[config.mk]
export PLATFORM = sky130hd
export DESIGN_NAME = drcd_decoder
export DESIGN_NICKNAME = d
export VERILOG_FILES = /design/src/verilog/drcd_link.v /design/src/verilog/drcd_decoder.v
export VERILOG_INCLUDE_DIRS = /design/src /design/src/verilog
export SDC_FILE = /design/constraint.sdc
export NUM_CORES = 1
export LEC_CHECK = 0
export ABC_AREA = 0
export CORE_MARGIN = 2
export CORE_UTILIZATION = 50
export DETAILED_ROUTE_END_ITERATION = 10
export DONT_BUFFER_PORTS = 1
export GPL_ROUTABILITY_DRIVEN = 0
export GPL_TIMING_DRIVEN = 0
export PLACE_DENSITY = 0.74
export SYNTH_ARGS = -nofsm -noshare
export SYNTH_HDL_FRONTEND = slang
export SYNTH_SLANG_ARGS = --single-unit
[constraint.sdc]
create_clock -name sys_clk -period 2.2 [get_ports sys_clk]
set_input_delay 0.44 -clock sys_clk [delete_from_list [all_inputs] [get_ports sys_clk]]
set_output_delay 0.44 -clock sys_clk [all_outputs]
set_load 0.1 [all_outputs]
[src/verilog/drcd_defines.vh]
/*
 Constants of the diagnosis command decoder: frame layout, command
 codes, reset values of the output controls.
 Assumes inclusion by bare name from the design files only.
*/
`ifndef DRCD_DEFINES_VH
`define DRCD_DEFINES_VH

// Frame: 16 bits MSB first, command field in the low 12 bits
`define DRCD_FRAME_W 16
`define DRCD_CMD_W 12
`define DRCD_BYTE_BITS 5'h08

// Full 12-bit commands without payload
`define DRCD_CMD_READ_A 12'h500
`define DRCD_CMD_READ_B 12'h600
`define DRCD_CMD_CLEAR_A 12'h100
`define DRCD_CMD_CLEAR_B 12'h200

// Upper nibble of commands carrying an output setting field
`define DRCD_OP_CLEAR_ALL 4'h8
`define DRCD_OP_SEL_ONE 4'hB
`define DRCD_OP_SEL_TWO 4'hD
`define DRCD_OP_SEL_THREE 4'hE

// Field positions of the output setting field
`define DRCD_OPS_SEL_LSB 0
`define DRCD_OPS_ON_LSB 4

// Decoded command kinds
`define DRCD_K_BAD 4'h0
`define DRCD_K_READ_A 4'h1
`define DRCD_K_READ_B 4'h2
`define DRCD_K_CLEAR_A 4'h3
`define DRCD_K_CLEAR_B 4'h4
`define DRCD_K_CLEAR_ALL 4'h5
`define DRCD_K_SELECT 4'h6

// Reset values: channels 7..10 on parallel pins, serial setting off
`define DRCD_RST_INPUT_SELECT 4'hF
`define DRCD_RST_SERIAL_ON 4'h0

`endif

[src/verilog/drcd_link.v]
/*
 Serial link front end: synchronises chip select, serial clock and
 serial data to sys_clk, shifts in the frame and flags its events.
 Assumes the serial clock is far slower than sys_clk (at least
 eight sys_clk periods per serial clock period), idle low, data
 sampled on its rising edge.
*/
`include "drcd_defines.vh"
module drcd_link #(
   parameter FRAME_W = `DRCD_FRAME_W
) (
   input wire sys_clk,
   input wire reset,
   input wire spiClk,
   input wire spiCsN,
   input wire spiDataIn,
   output reg frameStart,
   output reg frameEnd,
   output reg frameOk,
   output reg byteDone,
   output reg shiftOut,
   output reg frameActive,
   output reg [FRAME_W-1:0] rxWord
);

   reg csMeta;
   reg csSync;
   reg csPrev;
   reg clkMeta;
   reg clkSync;
   reg clkPrev;
   reg dinMeta;
   reg dinSync;
   reg [4:0] bitCount;
   wire clkRise;
   wire clkFall;

   assign clkRise = clkSync & ~clkPrev;
   assign clkFall = ~clkSync & clkPrev;

   always @(posedge sys_clk) begin
      if (reset) begin
         csMeta <= 1'b1;
         csSync <= 1'b1;
         csPrev <= 1'b1;
         clkMeta <= 1'b0;
         clkSync <= 1'b0;
         clkPrev <= 1'b0;
         dinMeta <= 1'b0;
         dinSync <= 1'b0;
      end else begin
         csMeta <= spiCsN;
         csSync <= csMeta;
         csPrev <= csSync;
         clkMeta <= spiClk;
         clkSync <= clkMeta;
         clkPrev <= clkSync;
         dinMeta <= spiDataIn;
         dinSync <= dinMeta;
      end
   end

   always @(posedge sys_clk) begin
      if (reset) begin
         frameStart <= 1'b0;
         frameEnd <= 1'b0;
         frameOk <= 1'b0;
         byteDone <= 1'b0;
         shiftOut <= 1'b0;
         frameActive <= 1'b0;
         rxWord <= {FRAME_W{1'b0}};
         bitCount <= 5'h00;
      end else begin
         frameStart <= csPrev & ~csSync;
         frameEnd <= ~csPrev & csSync;
         frameOk <= (bitCount == FRAME_W[4:0]);
         byteDone <= 1'b0;
         shiftOut <= frameActive & clkFall;
         if (csPrev & ~csSync) begin
            frameActive <= 1'b1;
            bitCount <= 5'h00;
            rxWord <= {FRAME_W{1'b0}};
         end else if (~csPrev & csSync) begin
            frameActive <= 1'b0;
         end else if (frameActive & clkRise) begin
            rxWord <= {rxWord[FRAME_W-2:0], dinSync};
            // Saturate so that overlong frames never wrap to 16
            if (bitCount != 5'h1F)
               bitCount <= bitCount + 5'h01;
            byteDone <= (bitCount == `DRCD_BYTE_BITS - 5'h01);
         end
      end
   end

endmodule

[src/verilog/drcd_decoder.v]
/*
 Diagnosis and compact output control command decoder, with its
 diagnosis banks, virtual diagnosis bits and channel 7..10 controls.
 Assumes a serial bus master framing 16-bit words with chip select,
 fault inputs from the diagnosis circuit, register 1..3 contents
 supplied from outside, pins asynchronous to sys_clk.
*/
`include "drcd_defines.vh"
module drcd_decoder #(
   parameter BANK_W = 12,
   parameter DR_W = 8
) (
   input wire sys_clk,
   input wire reset,
   input wire spiClk,
   input wire spiCsN,
   input wire spiDataIn,
   output reg spiDataOut,
   output wire spiDataOutEn,
   input wire [BANK_W-1:0] faultBankA,
   input wire [BANK_W-1:0] faultBankB,
   input wire [7:0] virtualDiagFault,
   input wire [DR_W-1:0] diagRegisterOne,
   input wire [DR_W-1:0] diagRegisterTwo,
   input wire [DR_W-1:0] diagRegisterThree,
   input wire [3:0] parallelInputPins,
   input wire commErrorClear,
   output reg [BANK_W-1:0] diagBankA,
   output reg [BANK_W-1:0] diagBankB,
   output reg [7:0] virtualDiagOut,
   output reg [3:0] inputSelect,
   output reg [3:0] serialOn,
   output reg [3:0] channelOut,
   output reg [1:0] selectedDiagRegister,
   output reg commError
);

   localparam FRAME_W = `DRCD_FRAME_W;

   wire frameStart;
   wire frameEnd;
   wire frameOk;
   wire byteDone;
   wire shiftOut;
   wire frameActive;
   wire [FRAME_W-1:0] rxWord;

   reg [3:0] pinMeta;
   reg [3:0] pinSync;
   reg [FRAME_W-1:0] txWord;
   reg [FRAME_W-1:0] pendingTx;
   reg pendingFeedback;
   reg [3:0] txIdx;

   reg [3:0] next_kind;
   reg next_clearA;
   reg next_clearB;
   reg next_clearVirtual;
   reg next_applyOps;
   reg next_badCmd;
   reg [FRAME_W-1:0] next_pendingTx;
   reg [7:0] opsField;
   reg [3:0] opNibble;

   // Full-field compare of the 12-bit command, upper nibble only for commands with a setting field
   function [3:0] cmdKind;
      input [`DRCD_CMD_W-1:0] f;
      begin
         case (f)
            `DRCD_CMD_READ_A: cmdKind = `DRCD_K_READ_A;
            `DRCD_CMD_READ_B: cmdKind = `DRCD_K_READ_B;
            `DRCD_CMD_CLEAR_A: cmdKind = `DRCD_K_CLEAR_A;
            `DRCD_CMD_CLEAR_B: cmdKind = `DRCD_K_CLEAR_B;
            default: begin
               case (f[11:8])
                  `DRCD_OP_CLEAR_ALL: cmdKind = `DRCD_K_CLEAR_ALL;
                  `DRCD_OP_SEL_ONE: cmdKind = `DRCD_K_SELECT;
                  `DRCD_OP_SEL_TWO: cmdKind = `DRCD_K_SELECT;
                  `DRCD_OP_SEL_THREE: cmdKind = `DRCD_K_SELECT;
                  default: cmdKind = `DRCD_K_BAD;
               endcase
            end
         endcase
      end
   endfunction

   drcd_link #(
      .FRAME_W(FRAME_W)
   ) link (
      .sys_clk(sys_clk),
      .reset(reset),
      .spiClk(spiClk),
      .spiCsN(spiCsN),
      .spiDataIn(spiDataIn),
      .frameStart(frameStart),
      .frameEnd(frameEnd),
      .frameOk(frameOk),
      .byteDone(byteDone),
      .shiftOut(shiftOut),
      .frameActive(frameActive),
      .rxWord(rxWord)
   );

   assign spiDataOutEn = frameActive;

   always @* begin
      next_kind = cmdKind(rxWord[`DRCD_CMD_W-1:0]);
      opNibble = rxWord[11:8];
      opsField = rxWord[7:0];
      next_clearA = 1'b0;
      next_clearB = 1'b0;
      next_clearVirtual = 1'b0;
      next_applyOps = 1'b0;
      next_badCmd = 1'b0;
      next_pendingTx = {FRAME_W{1'b0}};
      if (frameEnd) begin
         if (!frameOk) begin
            next_badCmd = 1'b1;
         end else begin
            case (next_kind)
               `DRCD_K_READ_A: begin
                  next_pendingTx[BANK_W-1:0] = diagBankA;
               end
               `DRCD_K_READ_B: begin
                  next_pendingTx[BANK_W-1:0] = diagBankB;
               end
               `DRCD_K_CLEAR_A: begin
                  next_pendingTx[BANK_W-1:0] = diagBankA;
                  next_clearA = 1'b1;
               end
               `DRCD_K_CLEAR_B: begin
                  next_pendingTx[BANK_W-1:0] = diagBankB;
                  next_clearB = 1'b1;
               end
               `DRCD_K_CLEAR_ALL: begin
                  next_clearA = 1'b1;
                  next_clearB = 1'b1;
                  next_clearVirtual = 1'b1;
                  next_applyOps = 1'b1;
               end
               `DRCD_K_SELECT: begin
                  next_applyOps = 1'b1;
               end
               default: begin
                  next_badCmd = 1'b1;
               end
            endcase
         end
      end
   end

   always @(posedge sys_clk) begin
      if (reset) begin
         pinMeta <= 4'h0;
         pinSync <= 4'h0;
         channelOut <= 4'h0;
      end else begin
         pinMeta <= parallelInputPins;
         pinSync <= pinMeta;
         // Parallel-selected channels follow their pins
         channelOut <= (inputSelect & pinSync)
            | (~inputSelect & serialOn);
      end
   end

   always @(posedge sys_clk) begin
      if (reset) begin
         diagBankA <= {BANK_W{1'b0}};
         diagBankB <= {BANK_W{1'b0}};
         virtualDiagOut <= 8'h00;
         inputSelect <= `DRCD_RST_INPUT_SELECT;
         serialOn <= `DRCD_RST_SERIAL_ON;
         selectedDiagRegister <= 2'h0;
         commError <= 1'b0;
         pendingTx <= {FRAME_W{1'b0}};
         pendingFeedback <= 1'b0;
      end else begin
         // Faults latch every cycle, so a persisting one survives a clear
         diagBankA <= (next_clearA ? {BANK_W{1'b0}} : diagBankA)
            | faultBankA;
         diagBankB <= (next_clearB ? {BANK_W{1'b0}} : diagBankB)
            | faultBankB;
         virtualDiagOut <= (next_clearVirtual ? 8'h00 : virtualDiagOut)
            | virtualDiagFault;
         if (next_applyOps) begin
            // Each bit is one option; a combination sets all of them
            inputSelect <= opsField[`DRCD_OPS_SEL_LSB +: 4];
            serialOn <= opsField[`DRCD_OPS_ON_LSB +: 4];
            case (opNibble)
               `DRCD_OP_SEL_ONE: selectedDiagRegister <= 2'h1;
               `DRCD_OP_SEL_TWO: selectedDiagRegister <= 2'h2;
               `DRCD_OP_SEL_THREE: selectedDiagRegister <= 2'h3;
               default: selectedDiagRegister <= selectedDiagRegister;
            endcase
         end
         // Set wins over a simultaneous clear
         if (next_badCmd)
            commError <= 1'b1;
         else if (commErrorClear)
            commError <= 1'b0;
         if (frameEnd) begin
            pendingTx <= next_pendingTx;
            pendingFeedback <= next_applyOps;
         end
      end
   end

   // Transmit word: loaded at frame start, second byte patched once the
   // upper command nibble is in, so the register the command selects (register two for clear-all) goes out now
   always @(posedge sys_clk) begin
      if (reset) begin
         txWord <= {FRAME_W{1'b0}};
         txIdx <= 4'h0;
         spiDataOut <= 1'b0;
      end else begin
         if (frameStart) begin
            txIdx <= 4'h0;
            if (pendingFeedback)
               txWord <= {4'h0, channelOut, 8'h00};
            else
               txWord <= pendingTx;
         end else begin
            if (shiftOut)
               txIdx <= txIdx + 4'h1;
            if (byteDone) begin
               case (rxWord[3:0])
                  `DRCD_OP_CLEAR_ALL:
                     txWord[7:0] <= diagRegisterTwo;
                  `DRCD_OP_SEL_ONE:
                     txWord[7:0] <= diagRegisterOne;
                  `DRCD_OP_SEL_TWO:
                     txWord[7:0] <= diagRegisterTwo;
                  `DRCD_OP_SEL_THREE:
                     txWord[7:0] <= diagRegisterThree;
                  default:
                     txWord[7:0] <= txWord[7:0];
               endcase
            end
         end
         spiDataOut <= frameActive ? txWord[~txIdx] : 1'b0;
      end
   end

endmodule

==> metrics.csv, run 1 <==
metric,value,unit
combinational power share,3.1,%
syn_area_per_cell,9.37,um^2
Syn. warnings,0,
"Reg clk slew, reported paths",0.06,ns
Worst Reg-to-Reg Cells,5,
GR met1 Demand/Resource,28.3,%
ys async rst share,0,%
grt met2 use,39.0,%
final antenna-violating net count,0,
sequential cell area,0.00232,mm^2
Routed Wire Length,11600,um
Final min period,1.99,ns
post-synth net total,570,
Total Routing Usage GR,23.7,%
first-pass GRT wire length,18500,um
Detail Placement HPWL,8320,um
Mapped Area,0.00467,mm^2
H-tree lvl count,4,
PortBufs,0,
post-route setup slack,0.214,ns
Area growth syn-to-layout,15.8,%
CTS Buf Count,17,
Tcrit/Tclk final,90.3,%
Die H,101,um
fraction of layout cells with a size suffix above 1,11.1,%
"IR drop worst, VDD",0.737,mV
post-CTS setup buffers,0,
r2r endpoint,diagBankB[6],
DRC,0,
core area,0.00915,mm^2
Max-cap violations,0,
Reg2Reg Setup Slack,0.25,ns
vias in the first global route,3828,
FILL cells,776,
drt pass-1 iters,4,
Die W,101,um
CP Launch Type,flop,
sequential fraction of design power,48.5,%
count of final hold-check violations,0,
setup TNS,0,ns
Crit Path Max Fanout,3,
status,"finished, final reports clean",
Max-slew headroom,28.5,%
initial core utilization,51.0,%
# setup viols final,0,
"Top FF cell, synth",dfxtp_1,
Clock power frac,48.4,%
Crit Path Class,flop to primary output,
"Seq/Total Area, Yosys",49.8,%
Post-synth EDFFs,0,
DR iter-0 viols,183,
total grt overflow,0,
WL per Instance,18.0,um
critical path arrival,1.55,ns
hold path endpoint,link.csMeta,
leakage power,1.95,nW
Int Power,3.99,mW
antenna diode count,0,
Clock Path Buffers,2,
I/O pin count,115,
insertion delay to the later sink of the worst-skew pair,0.51,ns
pins over their slew limit,0,
f_max,504,MHz
Psw,1.57,mW
HP Start,spiCsN,
pre-CTS WS,-0.0245,ns
DIE AREA,0.0101,mm^2
antenna violations before repair,0,
Critical Path RT,1.76,ns
CTS tree,done,
gr busiest metal,met2,
Critical Path Sink Type,primary output,
RSZ-0062 raised after global routing,no,
Final nets,589,
met3 usage,9.15,%
cells after synthesis,498,
PD cells,1030,mW/mm^2
worst slew pin tran,1.07,ns
post-synthesis cell type count,47,
vias post-DR,3767,
Root Buffer,clkbuf_8,
HP Class,input port to flop,
CTS sink cnt,116,
Hold Crit Depth,1,
synthesis-stage register bit count,116,
area of the multi-input gates,0.00214,mm^2
Worst Skew,0.00826,ns
critical path startpoint,diagBankA[10],
Sw Share,28.3,%
Site Rows,35,
largest net degree at the start of global routing,17,
vias per std cell,5.88,
r2r startpoint,link.rxWord[3],
-- what timing repair did --
item	CTS	global route
endpoints found under the hold margin	0	0
setup endpoints to repair	10	0
hold buffers	0	0
resized for setup	1	0
-- per-layer routing --
metal  vias up  wire length [um]
met5         -                 0
met3        18               895
met2       153              5520
met1      1799              4970
li1       1797                 -
met4         0               176
-- worst reg2reg max path, cell delays in order, from the launching register on --
cell       delay, ns
dfxtp_1         0.42
nor4_2          0.46
nand4_1         0.15
o2bb2ai_1       0.21
clkbuf_1        0.31
a22o_1          0.28
-- final cells by class --
cell class              instances  share of cell area (%)
flip-flops and latches        116                    43.0
clock inverters                11                    2.34
clock buffers                  21                    8.69
well taps                     111                    2.57
inverters                      13                   0.903
multi-input cells             333                    39.7
plain buffers                  36                    2.80
-- registers in the layout (all words and copies together), names as in the netlist, 2 cells and up --
name and count:
diagBankA 12, diagBankB 12, link.rxWord 12, pendingTx 12, txWord 12, virtualDiagOut 8, link.bitCount 5, channelOut 4
inputSelect 4, pinMeta 4, pinSync 4, serialOn 4, txIdx 4, selectedDiagRegister 2
-- power groups by stage --
stage	clock [mW]	combinational (mW)	sequential, mW
after floorplan	0	0.133	2.71
after global placement	0	0.163	2.74
after detailed placement	0	0.170	2.74
after CTS	2.72	0.171	2.69
after global routing	2.82	0.192	2.70
final	2.69	0.171	2.70
-- logic make-up after synthesis --
family / count (synthesis) / synth area share [%]
simple gates: 174 / 18.3
compound gates: 126 / 19.0
flops: 116 / 49.8
buf+inv: 49 / 4.29
mux: 19 / 4.88
xor+xnor: 8 / 2.20
fa+ha+maj: 6 / 1.61
-- metrics by stage --
stage          hold slack [ns]  util (%)  total power [mW]  std cells  area (um^2)
2_1_floorplan            0.389         -              2.84        498         4670
3_3_place_gp             0.405      52.5              2.90        609         4800
3_5_place_dp             0.410      52.5              2.91        609         4800
4_1_cts                 0.0131      59.0              5.59        641         5400
5_1_grt                 0.0153      59.0              5.71        641         5400
6_report                0.0315      59.0              5.56        641         5400
-- cell usage after synthesis, types with 2 or more instances --
master	number	area [um^2]
buf_2	4	20.0
xor2_1	2	17.5
a211oi_1	4	30.0
nor2b_1	19	119
buf_1	5	18.8
mux2i_1	16	160
o2bb2ai_1	13	114
a211oi_2	8	100
nand3b_1	2	15.0
inv_1	13	48.8
o21ai_0	27	135
clkbuf_1	25	93.8
a22oi_1	12	90.1
ha_1	6	75.1
a32o_1	8	80.1
nor3b_1	3	22.5
nand2_1	56	210
nand4_1	3	18.8
dfxtp_1	116	2320
mux4_2	2	45.0
xnor2_1	4	35.0
o2111ai_1	2	17.5
nand3_1	17	85.1
nand2b_1	3	18.8
and3_1	2	12.5
nor3_1	18	90.1
a311oi_1	2	17.5
nor2_1	38	143
or2_2	3	18.8
nor4_1	2	12.5
a21oi_1	36	180
a22o_1	12	105
-- how the worst max path moves through the flow --
stage	depth (start not counted)	endpoint
floorplan	4	link.rxWord[11]
global route	4	link.rxWord[8]
global placement	4	link.rxWord[11]
detailed placement	4	link.rxWord[2]
CTS	0	diagBankA[10]
finish	0	diagBankA[10]
-- cell usage in the layout, fill, tap and decap left out, types with 13 or more instances in the layout --
cell       netlist  routed
dfxtp_1        116     115
nor2_1          38      38
clkbuf_1        25      25
nand2_1         56      56
nand3_1         17      17
clkbuf_16        0      16
o2bb2ai_1       13      13
o21ai_0         27      27
nor3_1          18      18
a21oi_1         36      36
mux2i_1         16      16
inv_1           13      13
nor2b_1         19      19
No activity file was read; power rests on OpenSTA's default activity.
==> inputs of run 2 (changes only) <==
--- a/config.mk
+++ b/config.mk
@@ -16,4 +16,5 @@
 export PLACE_DENSITY = 0.74
 export SYNTH_ARGS = -nofsm -noshare
 export SYNTH_HDL_FRONTEND = slang
+export SYNTH_HIERARCHICAL = 1
 export SYNTH_SLANG_ARGS = --single-unit
==> run 2 against run 1 <==
- area after synthesis increased by 7.6%
- setup slack got worse by 0.10 ns
- sequential cell count unchanged
- largest power group is now clock
- clock skew increased by 0.0042 ns
- core utilization increased by 0.33 points
- total power decreased by 1.4%
- cell count increased by 10%
- critical path type is now flop to flop
- largest cell class is now multi-input gates
==> metrics.csv, run 2 <==
metric,value,unit,change
r2r startpoint,link/frameActive,,was link.rxWord[3]
Tcrit/Tclk final,94.9,%,was 90.3%
Hold Crit Depth,1,,unchanged
core area,0.00977,mm^2,was 0.00915 mm^2
most frequent cells in the layout,"116 x dfxtp_1, 73 x a21oi_1, 36 x nor2_1, 36 x nand2_1",,"was 115 x dfxtp_1, 56 x nand2_1, 38 x nor2_1"
post-route setup slack,0.113,ns,was 0.214 ns
Critical Path Sink Type,flop,,was primary output
vias post-DR,4052,,was 3767
I/O pin count,115,,unchanged
first-pass GRT wire length,19200,um,was 18500 um
r2r endpoint,link/bitCount[3],,was diagBankB[6]
"Reg clk slew, reported paths",0.06,ns,about the same
worst slew pin tran,1.19,ns,was 1.07 ns
CTS tree,done,,unchanged
sequential cell area,0.00232,mm^2,about the same
leakage power,2.30,nW,was 1.95 nW
critical path startpoint,link/frameActive,,was diagBankA[10]
pins over their slew limit,0,,unchanged
Mapped Area,0.00502,mm^2,was 0.00467 mm^2
H-tree lvl count,4,,unchanged
Root Buffer,clkbuf_8,,unchanged
DIE AREA,0.0109,mm^2,was 0.0101 mm^2
PortBufs,0,,unchanged
Crit Path Class,flop to flop,,was flop to primary output
Max-slew headroom,20.6,%,was 28.5%
Worst Setup EP,link/bitCount[3],,was diagBankA[10]
CTS Buf Count,17,,unchanged
Worst Reg-to-Reg Cells,3,,was 5
antenna diode count,0,,unchanged
critical path arrival,2.53,ns,was 1.55 ns
PD cells,945,mW/mm^2,was 1030 mW/mm^2
Crit Path Max Fanout,7,,was 3
syn_area_per_cell,9.28,um^2,was 9.37 um^2
cells after synthesis,541,,was 498
Syn. warnings,6,,was 0
Total Routing Usage GR,22.2,%,was 23.7%
combinational power share,2.9,%,was 3.1%
Detail Placement HPWL,8510,um,was 8320 um
drt pass-1 iters,5,,was 4
Post-CTS Resized,0,,was 1
setup TNS,0,ns,unchanged
Final nets,633,,was 589
sequential fraction of design power,46.6,%,was 48.5%
# setup viols final,0,,unchanged
Psw,1.48,mW,was 1.57 mW
vias in the first global route,4032,,was 3828
post-synth net total,613,,was 570
initial core utilization,51.4,%,was 51.0%
fraction of layout cells with a size suffix above 1,13.9,%,was 11.1%
WL per Instance,16.8,um,was 18.0 um
f_max,479,MHz,was 504 MHz
"most common cell after layout, fill and taps aside",dfxtp_1,,unchanged
Reg2Reg Setup Slack,0.11,ns,was 0.25 ns
Max-cap violations,0,,unchanged
"IR drop worst, VDD",0.414,mV,was 0.737 mV
Site Rows,36,,was 35
total grt overflow,0,,unchanged
Die H,104,um,was 101 um
Area growth syn-to-layout,15.6,%,was 15.8%
Routed Wire Length,11900,um,was 11600 um
Int Power,4.00,mW,was 3.99 mW
FILL cells,839,,was 776
status,"finished, final reports clean",,unchanged
largest net degree at the start of global routing,17,,unchanged
count of final hold-check violations,0,,unchanged
Clock power frac,50.6,%,was 48.4%
antenna violations before repair,0,,unchanged
DR iter-0 viols,257,,was 183
Critical Path RT,2.65,ns,was 1.76 ns
pre-CTS WS,0.129,ns,was -0.0245 ns
DRC,0,,unchanged
vias per std cell,5.73,,was 5.88
Worst Skew,0.0124,ns,was 0.00826 ns
Hold WS,0.0221,ns,was 0.0315 ns
Power Total,5.48,mW,was 5.56 mW
area of the multi-input gates,0.00237,mm^2,was 0.00214 mm^2
insertion delay to the later sink of the worst-skew pair,0.52,ns,was 0.51 ns
Die W,104,um,was 101 um
RSZ-0062 raised after global routing,no,,unchanged
Clock Path Buffers,2,,unchanged
CP Launch Type,flop,,unchanged
HP Class,input port to flop,,unchanged
Sw Share,27.0,%,was 28.3%
final antenna-violating net count,0,,unchanged
CTS sink cnt,116,,unchanged
Final min period,2.09,ns,was 1.99 ns
==> run 2: worst min path at each step <==
| stage | startpoint | endpoint | slack [ns] |
|---|---|---|---|
| after floorplan | link/csMeta | link/csSync | 0.38 |
| after global placement | link/csMeta | link/csSync | 0.40 |
| after detailed placement | link/csMeta | link/csSync | 0.40 |
| after CTS | spiCsN | link/csMeta | 0.01 |
| after global routing | spiCsN | link/csMeta | 0.004 |
| final | spiCsN | link/csMeta | 0.02 |
==> run 2: layout make-up <==
cell class | count | area share [%]
multi-input cells | 362 | 40.8
clock inverters | 14 | 3.04
repair buffers | 1 | 0.173
inverters | 26 | 1.68
clock buffers | 18 | 7.38
plain buffers | 37 | 3.99
flip-flops and latches | 116 | 40.0
well taps | 133 | 2.87
==> run 2: worst max-delay path, stage by stage (launching register included) <==
cell and delay, ns:
dfxtp_1 1.11, nand4bb_4 0.22, or4_1 0.53, a21oi_1 0.15
==> run 2: routing by layer <==
layer  up-vias  track usage [%]  wire (um)
met5         -                0          0
met4         0             9.17        307
met3        29             7.08        914
met2       156             37.7       5880
met1      1912             25.8       4770
li1       1955                -          -
==> run 2: power groups by stage <==
stage | sequential [mW] | combinational, mW | clock (mW)
3_3_place_gp | 2.59 | 0.148 | 0
6_report | 2.55 | 0.157 | 2.77
4_1_cts | 2.55 | 0.159 | 2.80
3_5_place_dp | 2.59 | 0.155 | 0
2_1_floorplan | 2.57 | 0.125 | 0
5_1_grt | 2.56 | 0.180 | 2.91
==> run 2: stage by stage <==
stage	util (%)	area [um^2]	cells
2_1_floorplan	-	5020	541
3_3_place_gp	53.1	5190	674
3_5_place_dp	53.1	5190	674
4_1_cts	59.3	5800	707
5_1_grt	59.3	5800	707
6_report	59.3	5800	707
==> run 2: timing repair <==
item / in CTS / in global routing
setup buffers: 0 / 0
hold buffers: 1 / 0
hold endpoints to repair: 2 / 0
